File: src/pkg/mac_slice_defs.vh
`ifndef MAC_SLICE_DEFS_VH
`define MAC_SLICE_DEFS_VH
// ==========================================================
// operand and result widths
`define W_A        27
`define W_B        18
`define W_P        45
`define W_ACC      48
`define W_WIDE     96
`define W_LANE24   24
`define W_LANE12   12
// ==========================================================
// arithmetic opcodes (alu_op_i)
`define OP_ADD     3'h0
`define OP_SUB     3'h1
`define OP_ACC     3'h2
`define OP_ACCSUB  3'h3
`define OP_LOGIC   3'h4
`define OP_CNTUP   3'h5
`define OP_CNTDN   3'h6
`define OP_LOAD    3'h7
// ==========================================================
// simd split (simd_i)
`define SIMD_ONE48 2'h0
`define SIMD_TWO24 2'h1
`define SIMD_FOUR12 2'h2
// ==========================================================
// logic functions (logic_sel_i), ten of them
`define LF_AND     4'h0
`define LF_OR      4'h1
`define LF_XOR     4'h2
`define LF_NAND    4'h3
`define LF_NOR     4'h4
`define LF_XNOR    4'h5
`define LF_ANDN    4'h6
`define LF_ORN     4'h7
`define LF_NOTX    4'h8
`define LF_PASSX   4'h9
// ==========================================================
// xor segment width (xor_width_i)
`define XW_12      2'h0
`define XW_24      2'h1
`define XW_48      2'h2
`define XW_96      2'h3
// ==========================================================
// reset values
`define RST_ACC    48'h0000_0000_0000
`endif

File: src/logic/pipe_reg.v
`include "mac_slice_defs.vh"
// ==========================================================
// optional pipeline register with enable and sync reset
module pipe_reg #(
    parameter WIDTH = 8,
    parameter USE   = 1
) (
    // clock and reset
    input  wire             clk_i,
    input  wire             rst_n_i,
    // control
    input  wire             ce_i,
    input  wire             srst_i,
    // data
    input  wire [WIDTH-1:0] d_i,
    output wire [WIDTH-1:0] q_o
);
    reg [WIDTH-1:0] data_q;

    always @(posedge clk_i or negedge rst_n_i) begin
        if (!rst_n_i) begin
            data_q <= {WIDTH{1'b0}};
        end else if (srst_i) begin
            data_q <= {WIDTH{1'b0}};
        end else if (ce_i) begin
            data_q <= d_i;
        end
    end

    // build-time choice: registered or straight through
    assign q_o = (USE != 0) ? data_q : d_i;
endmodule

File: src/logic/mac_slice.v
// Summary of operation
// - a signed 27-bit by 18-bit multiply gives the full 45-bit product.
// - a 48-bit accumulator adds (OP_ACC) or subtracts (OP_ACCSUB) each new x operand to or from its stored value.
// - a run-time bypass sends two 48-bit operands straight to the ALU.
// - the adder runs as two 24-bit or four 12-bit carry-free lanes.
// - instead of arithmetic one of ten bitwise logic functions is chosen.
// - a pre-adder combines two operands ahead of the multiplier.
// - a 96-bit xor reduction works over 12, 24, 48 or 96 bit segments.
// - a match of the 48-bit result with a masked pattern is flagged.
// - pattern detector and logic unit together give 96-bit-wide logic.
// - the accumulator can count up or down by one on each enabled clock.
`include "mac_slice_defs.vh"
module mac_slice #(
    parameter USE_IN_REG  = 1,
    parameter USE_MUL_REG = 1
) (
    // clock and reset
    input  wire                 sys_clk_i,
    input  wire                 reset_n_i,
    // stage enables and synchronous resets
    input  wire                 in_ce_i,
    input  wire                 mul_ce_i,
    input  wire                 out_ce_i,
    input  wire                 in_srst_i,
    input  wire                 mul_srst_i,
    input  wire                 out_srst_i,
    // operands
    input  wire [`W_A-1:0]      a_i,
    input  wire [`W_A-1:0]      d_i,
    input  wire [`W_B-1:0]      b_i,
    input  wire [`W_ACC-1:0]    x_i,
    input  wire [`W_ACC-1:0]    y_i,
    input  wire [`W_ACC-1:0]    pattern_i,
    input  wire [`W_ACC-1:0]    mask_i,
    // run-time control
    input  wire                 preadd_en_i,
    input  wire                 preadd_sub_i,
    input  wire                 mul_bypass_i,
    input  wire [2:0]           alu_op_i,
    input  wire [1:0]           simd_i,
    input  wire [3:0]           logic_sel_i,
    input  wire [1:0]           xor_width_i,
    input  wire                 wide_logic_i,
    // results
    output reg  [`W_ACC-1:0]    result_o,
    output reg  [3:0]           carry_o,
    output reg  [7:0]           xor_o,
    output reg                  pattern_match_o,
    output reg                  pattern_bmatch_o,
    output reg                  wide_match_o
);
    // ==========================================================
    // reset release
    reg rst_meta_q;
    reg rst_sync_q;

    always @(posedge sys_clk_i or negedge reset_n_i) begin
        if (!reset_n_i) begin
            rst_meta_q <= 1'b0;
            rst_sync_q <= 1'b0;
        end else begin
            rst_meta_q <= 1'b1;
            rst_sync_q <= rst_meta_q;
        end
    end

    // ==========================================================
    // input stage
    localparam IN_W = 2 * `W_A + `W_B + 2 * `W_ACC + 2;
    wire [IN_W-1:0] in_d = {a_i, d_i, b_i, x_i, y_i,
                            preadd_en_i, preadd_sub_i};
    wire [IN_W-1:0] in_q;

    pipe_reg #(.WIDTH(IN_W), .USE(USE_IN_REG)) u_in_reg (
        .clk_i   (sys_clk_i),
        .rst_n_i (rst_sync_q),
        .ce_i    (in_ce_i),
        .srst_i  (in_srst_i),
        .d_i     (in_d),
        .q_o     (in_q)
    );

    wire [`W_A-1:0]   a_s  = in_q[IN_W-1 -: `W_A];
    wire [`W_A-1:0]   d_s  = in_q[IN_W-1-`W_A -: `W_A];
    wire [`W_B-1:0]   b_s  = in_q[2*`W_ACC+2+`W_B-1 -: `W_B];
    wire [`W_ACC-1:0] x_s  = in_q[2*`W_ACC+1 -: `W_ACC];
    wire [`W_ACC-1:0] y_s  = in_q[`W_ACC+1 -: `W_ACC];
    wire              pa_en  = in_q[1];
    wire              pa_sub = in_q[0];

    // ==========================================================
    // pre-adder and multiplier
    // the pre-adder wraps at 27 bits; callers keep operands in range
    reg  [`W_A-1:0] pre_sum;
    always @* begin
        if (!pa_en) begin
            pre_sum = a_s;
        end else if (pa_sub) begin
            pre_sum = d_s - a_s;
        end else begin
            pre_sum = d_s + a_s;
        end
    end

    wire signed [`W_A-1:0] mul_a = pre_sum;
    wire signed [`W_B-1:0] mul_b = b_s;
    wire signed [`W_P-1:0] product = mul_a * mul_b;

    wire [`W_P-1:0] prod_q;
    pipe_reg #(.WIDTH(`W_P), .USE(USE_MUL_REG)) u_mul_reg (
        .clk_i   (sys_clk_i),
        .rst_n_i (rst_sync_q),
        .ce_i    (mul_ce_i),
        .srst_i  (mul_srst_i),
        .d_i     (product),
        .q_o     (prod_q)
    );

    // ==========================================================
    // operand select
    reg  [`W_ACC-1:0] acc_q;
    wire [`W_ACC-1:0] prod_ext = {{(`W_ACC-`W_P){prod_q[`W_P-1]}}, prod_q};
    // bypass feeds x directly; y is always the second operand
    wire [`W_ACC-1:0] opx = mul_bypass_i ? x_s : prod_ext;
    wire [`W_ACC-1:0] opy = y_s;

    // ==========================================================
    // lane-split adder: carries are cut at lane boundaries
    reg  [`W_ACC-1:0] addl;
    reg  [`W_ACC-1:0] addr;
    reg               sub;
    reg  [`W_ACC-1:0] sum;
    reg  [3:0]        cout;
    reg  [12:0]       s12;
    reg  [24:0]       s24;
    reg  [48:0]       s48;
    integer           k;

    always @* begin
        addl = opy;
        addr = opx;
        sub  = 1'b0;
        case (alu_op_i)
            `OP_SUB:    sub  = 1'b1;
            `OP_ACC:    addl = acc_q;
            `OP_ACCSUB: begin
                addl = acc_q;
                sub  = 1'b1;
            end
            default:    addl = opy;
        endcase
        sum  = {`W_ACC{1'b0}};
        cout = 4'h0;
        s12  = 13'h0000;
        s24  = 25'h0000000;
        s48  = 49'h0;
        case (simd_i)
            `SIMD_TWO24: begin
                for (k = 0; k < 2; k = k + 1) begin
                    s24 = {1'b0, addl[k*24 +: 24]}
                        + {1'b0, addr[k*24 +: 24] ^ {24{sub}}}
                        + {24'h000000, sub};
                    sum[k*24 +: 24] = s24[23:0];
                    cout[k*2+1]     = s24[24];
                end
            end
            `SIMD_FOUR12: begin
                for (k = 0; k < 4; k = k + 1) begin
                    s12 = {1'b0, addl[k*12 +: 12]}
                        + {1'b0, addr[k*12 +: 12] ^ {12{sub}}}
                        + {12'h000, sub};
                    sum[k*12 +: 12] = s12[11:0];
                    cout[k]         = s12[12];
                end
            end
            default: begin
                s48 = {1'b0, addl} + {1'b0, addr ^ {`W_ACC{sub}}}
                    + {48'h0, sub};
                sum     = s48[47:0];
                cout[3] = s48[48];
            end
        endcase
    end

    // ==========================================================
    // logic unit
    reg [`W_ACC-1:0] lres;
    always @* begin
        case (logic_sel_i)
            `LF_AND:   lres = opx & opy;
            `LF_OR:    lres = opx | opy;
            `LF_XOR:   lres = opx ^ opy;
            `LF_NAND:  lres = ~(opx & opy);
            `LF_NOR:   lres = ~(opx | opy);
            `LF_XNOR:  lres = ~(opx ^ opy);
            `LF_ANDN:  lres = opx & ~opy;
            `LF_ORN:   lres = opx | ~opy;
            `LF_NOTX:  lres = ~opx;
            `LF_PASSX: lres = opx;
            default:   lres = {`W_ACC{1'b0}};
        endcase
    end

    // ==========================================================
    // result select and accumulator
    reg [`W_ACC-1:0] acc_d;
    always @* begin
        case (alu_op_i)
            `OP_LOGIC: acc_d = lres;
            `OP_CNTUP: acc_d = acc_q + 48'h0000_0000_0001;
            `OP_CNTDN: acc_d = acc_q - 48'h0000_0000_0001;
            `OP_LOAD:  acc_d = opx;
            default:   acc_d = sum;
        endcase
    end

    // ==========================================================
    // wide xor: 96 bits from the two operands, per-segment parity
    wire [`W_WIDE-1:0] wide = {opy, opx};
    reg  [7:0]         xr;
    integer            j;
    always @* begin
        xr = 8'h00;
        for (j = 0; j < 8; j = j + 1) begin
            xr[0] = (j == 0) ? ^wide[11:0] : xr[0];
        end
        case (xor_width_i)
            `XW_12: begin
                for (j = 0; j < 8; j = j + 1) begin
                    xr[j] = ^wide[j*12 +: 12];
                end
            end
            `XW_24: begin
                for (j = 0; j < 4; j = j + 1) begin
                    xr[j] = ^wide[j*24 +: 24];
                end
            end
            `XW_48: begin
                xr[0] = ^wide[47:0];
                xr[1] = ^wide[95:48];
            end
            default: xr[0] = ^wide;
        endcase
    end

    // ==========================================================
    // pattern detect on the next result; masked bits are ignored
    wire match_d  = &(~(acc_d ^ pattern_i) | mask_i);
    wire bmatch_d = &(~(acc_d ^ ~pattern_i) | mask_i);
    // 96-bit function: result matches the pattern and the logic result
    // equals opx ^ opy under the mask, chaining two 48-bit compares
    wire wide_d   = match_d
                  & (&(~(lres ^ (opx ^ opy)) | mask_i));

    // ==========================================================
    // output stage, always registered so outputs come from flops
    always @(posedge sys_clk_i or negedge rst_sync_q) begin
        if (!rst_sync_q) begin
            acc_q            <= `RST_ACC;
            result_o         <= `RST_ACC;
            carry_o          <= 4'h0;
            xor_o            <= 8'h00;
            pattern_match_o  <= 1'b0;
            pattern_bmatch_o <= 1'b0;
            wide_match_o     <= 1'b0;
        end else if (out_srst_i) begin
            acc_q            <= `RST_ACC;
            result_o         <= `RST_ACC;
            carry_o          <= 4'h0;
            xor_o            <= 8'h00;
            pattern_match_o  <= 1'b0;
            pattern_bmatch_o <= 1'b0;
            wide_match_o     <= 1'b0;
        end else if (out_ce_i) begin
            acc_q            <= acc_d;
            result_o         <= acc_d;
            carry_o          <= cout;
            xor_o            <= xr;
            pattern_match_o  <= match_d;
            pattern_bmatch_o <= bmatch_d;
            wide_match_o     <= wide_d & wide_logic_i;
        end
    end
endmodule

File: config.mk
export PLATFORM = sky130hd
export DESIGN_NAME = mac_slice
export DESIGN_NICKNAME = d
export VERILOG_FILES = /design/src/logic/pipe_reg.v /design/src/logic/mac_slice.v
export VERILOG_INCLUDE_DIRS = /design/src /design/src/pkg
export SDC_FILE = /design/constraint.sdc
export NUM_CORES = 2
export LEC_CHECK = 0
export BUFFER_PORTS_ARGS = -buffer_cell sky130_fd_sc_hd__buf_4
export CELL_PAD_IN_SITES_DETAIL_PLACEMENT = 1
export CELL_PAD_IN_SITES_GLOBAL_PLACEMENT = 2
export CORE_UTILIZATION = 39
export DETAILED_ROUTE_END_ITERATION = 6
export GPL_TIMING_DRIVEN = 0
export PLACE_DENSITY_LB_ADDON = 0.2
export SYNTH_ARGS = -nofsm -noshare
export SYNTH_HDL_FRONTEND = slang
export SYNTH_SLANG_ARGS = --single-unit
File: constraint.sdc
create_clock -name sys_clk_i -period 9.9 [get_ports sys_clk_i]
set_clock_uncertainty 0.15 [all_clocks]
set_input_delay 1.98 -clock sys_clk_i [delete_from_list [all_inputs] [get_ports sys_clk_i]]
set_output_delay 1.98 -clock sys_clk_i [all_outputs]
set_load 0.02 [all_outputs]
==> metrics.md <==
| Metric | Value |
|---|---|
| Avg Vias per Cell | `about 6.1` |
| Total GRT Usage | `between 40% and 50%` |
| Sequential area share after synthesis | `a little over an eighth` |
| H-Tree Depth | `2` |
| Fmax | `99.1 MHz` |
| Wirelength per Cell | `approximately 33 microns` |
| Vias in the first global route | `53600` |
| Flop2flop setup slack | `-0.07 ns` |
| Clock share of power | `about 16%` |
| Failing checks | `max-capacitance violations, max-slew violations, negative setup slack` |
| #FFs+latches synth | `280` |
| VDD IR-drop max | `0.000227 V` |
| WL final | `around 280000 microns` |
| Initial antenna violation count | `10` |
| Worst skew pair latency | `just under 0.7 ns` |
| Post-synth EDFFs | `0` |
| Clock Pin Slew Worst Setup and Hold Paths | `roughly 0.070 ns` |
| Worst slew margin | `-7.19%` |
| Reg2reg end | `u_mul_reg.q_o[39]` |
| Grt ovf | `0` |
| Slew at the pin closest to its max-slew limit | `1.60 ns` |
| Power Dens Cells | `between 150 and 200 mW/mm^2` |
| Largest net degree at the start of global routing | `65` |
| Min Tclk post-route | `10.09 ns` |
| Primary FF master, synth | `dfrtp_1` |
| Fin area | `between 0.05 and 0.06 sq mm` |
| Std-Cell Rows | `between 100 and 150` |
| CTS tree | `done` |
| Worst min path class | `register to asynchronous set/reset pin` |
| Root buf cell | `clkbuf_16` |
| Setup TNS after final layout | `-0.411 ns` |
| Die ar. | `roughly 0.13 sq mm` |
| Clock Tree Buf Depth | `3` |
| Period utilization | `102%` |
| Post-Syn Area | `0.0519 sq mm` |
| NetSw | `about 5.0 mW` |
| DIE WIDTH | `around 370 microns` |
| DRC viols | `0` |
| Synth Warn # | `0` |
| Core Region | `~0.13 sq mm` |
| Io pins | `between 300 and 400` |
| Worst R2R Path Depth | `45` |
| Cell Area, Placed | `0.0570 sq mm` |
| RSZ-0062 raised after global routing | `true` |
| Post-CTS Hold Buffers | `0` |
| Post-synth net total | `7444` |
| Internal Power | `4.62 mW` |
| # nets final | `just under 8000` |
| TritonCTS Buffers | `39` |
| WP data required | `10.39 ns` |
| Max_cap viols | `3` |
| Crit end category | `register` |
| P_leak | `~28 nW` |
| Async SR Flop Fraction | `100%` |
| Inst Count DP | `around 8400` |
| DP Wirelength | `~230000 microns` |
| Sw Share | `between 50% and 60%` |
| Avg Cell Area, Syn | `approximately 8.3 sq um` |
| Final setup fails | `8` |
| Combinational Power Share | `between 60% and 70%` |
| First-pass GRT wire length | `roughly 390000 microns` |
| Die H | `367 microns` |
| Input/output buffers | `340` |
| Final setup margin | `-0.193 ns` |
| Status | `complete, but fails checks` |
| Non-Filler Instances | `between 8000 and 9000` |
| Fin. Hold Viols | `0` |
| R2r startpoint | `u_in_reg.q_o[145]` |
| Finished Core Util | `a little under half` |
| Synth Instances | `6253` |
| RD Place Congestion | `1.07` |
| Layout cell share with drive strength beyond 1 | `approximately an eighth` |
| Startpoint types | `input pin` |
| Crit path DAT | `10.58 ns` |
| Clock sinks | `280` |
| Slew Viols, Final | `10` |
| Vias | `roughly 52000` |
| Initial core utilization | `39.4%` |
| Detail Route Antenna Nets | `0` |
| Seq pwr share | `about 15%` |
| Detailed router's first-iteration violation count | `about 4400` |
| Crit Path Class | `input pin to register` |
| CP max FO | `10` |
| Area delta synth->final | `15.4%` |
| Synth unique cells | `97` |
| First-pass DRT Iterations | `5` |
-- cells in the final DEF (no fill, tap or decap), types with 23 or more instances in the layout --
cell and instances:
a211oi_1 62, a21o_1 87, a21oi_1 281, a221o_1 24, a221oi_1 46, a22oi_1 30
a31oi_1 41, and2_1 189, and3_1 46, buf_1 39, buf_2 39, buf_4 410
buf_6 32, clkbuf_1 256, clkbuf_16 42, dfrtp_1 275, fa_1 463, ha_1 408
inv_1 696, mux2_2 23, mux2i_1 329, nand2_1 541, nand2b_1 75, nand3_1 73
nand4_1 69, nor2_1 539, nor2b_1 73, nor3_1 97, o211ai_1 46, o21a_1 40
o21ai_0 214, o221ai_1 44, o22ai_1 71, or2_2 26, or3_1 25, xnor2_1 314
xor2_1 71
-- cell usage after synthesis, types with 69 or more instances --
| master | n | area, sq um |
|---|---|---|
| clkbuf_1 | 269 | 1010 |
| xor2_1 | 71 | 622 |
| a21oi_1 | 290 | 1450 |
| o21ai_0 | 220 | 1100 |
| o22ai_1 | 71 | 444 |
| inv_1 | 715 | 2680 |
| and2_1 | 192 | 1200 |
| a21o_1 | 88 | 661 |
| nand3_1 | 75 | 375 |
| ha_1 | 425 | 5320 |
| nand2_1 | 549 | 2060 |
| nor3_1 | 101 | 505 |
| nand4_1 | 69 | 432 |
| nor2_1 | 546 | 2050 |
| mux2i_1 | 341 | 3410 |
| fa_1 | 479 | 9590 |
| xnor2_1 | 318 | 2790 |
| nand2b_1 | 75 | 469 |
| nor2b_1 | 76 | 475 |
| dfrtp_1 | 280 | 7010 |
-- power by group through the flow --
stage                     Combinational (mW)  Clock, mW  Sequential [mW]
after floorplan                         3.92          0             1.41
after global placement                  5.84          0             1.48
after detailed placement                6.03          0             1.46
after CTS                               6.31       1.55             1.44
after global routing                    7.12       1.58             1.46
final                                   6.62       1.53             1.45
-- critical path, stage by stage --
cell	delay, ns
buf_4	0.13
nor2b_1	0.67
clkbuf_1	0.46
buf_1	0.74
clkbuf_1	0.77
o21ai_0	0.20
ha_1	0.29
or4_1	0.52
a21o_1	0.27
and4_1	0.34
or3_1	0.42
o31ai_2	0.53
mux2i_1	0.25
o22ai_1	0.24
xnor2_1	0.80
o22ai_1	0.23
nor4_2	0.78
nand4_1	0.21
nor4_1	0.48
a32o_1	0.23
-- through the flow --
step | hold slack, ns | total power, mW | setup WS, ns
6_report | 0.0931 | 9.60 | -0.193
5_1_grt | 0.118 | 10.2 | -0.399
4_1_cts | 0.0971 | 9.31 | -0.0965
3_5_place_dp | 0.0928 | 7.49 | -2.93
3_3_place_gp | 0.181 | 7.32 | -2.83
2_1_floorplan | 0.181 | 5.33 | 0.0189
-- timing repair --
item                       CTS  global route
pin swaps                   57            70
buffers inserted            45            26
gates cloned                 1             1
setup endpoints to repair   31            17
resized for setup          175            60
-- registers in the layout, indices dropped and copies added (netlist names) --
register,flops
acc_q,48
carry_o,4
pattern_bmatch_o,1
pattern_match_o,1
rst_meta_q,1
rst_sync_q,1
u_in_reg.q_o,170
u_mul_reg.q_o,45
wide_match_o,1
xor_o,8
-- logic make-up after synthesis --
kind of cell,after synthesis,synth area share [%]
AO/OA/AOI/OAI,1280,16.8
AND/OR/NAND/NOR,1914,17.8
adder cells (fa/ha/maj),904,28.7
XOR/XNOR,389,6.57
buffers and inverters,1080,8.12
other,1,0.00723
multiplexers,405,8.40
flip-flops,280,13.5
-- layout make-up --
cell class,count,area (sq um)
antenna,9,22.5
buffer,359,1630
clock buffer,51,1050
clock inverter,17,255
fill,15700,71800
inverter,716,2710
multi-input combinational,4893,41500
sequential,280,7020
tap,1755,2200
timing repair buffer,437,3520
-- per-layer routing --
metal | vias up | track usage [%] | wire length [microns]
li1 | 22300 | - | -
met1 | 26500 | 47.1 | 106000
met2 | 2174 | 67.2 | 129000
met3 | 796 | 6.96 | 18200
met4 | 6 | 32.3 | 27100
met5 | - | 0 | 46
-- worst max-delay path by stage --
| stage | start | slack (ns) | to |
|---|---|---|---|
| 5_1_grt | u_in_reg.q_o[143] | -0.40 | u_mul_reg.q_o[43] |
| 2_1_floorplan | u_in_reg.q_o[145] | 0.02 | u_mul_reg.q_o[40] |
| 3_3_place_gp | u_in_reg.q_o[0] | -2.83 | u_mul_reg.q_o[40] |
| 4_1_cts | u_in_reg.q_o[146] | -0.1 | u_mul_reg.q_o[40] |
| 3_5_place_dp | u_in_reg.q_o[0] | -2.93 | u_mul_reg.q_o[40] |
| 6_report | alu_op_i[2] | -0.19 | pattern_bmatch_o |
(Power assumes the default switching activity.)
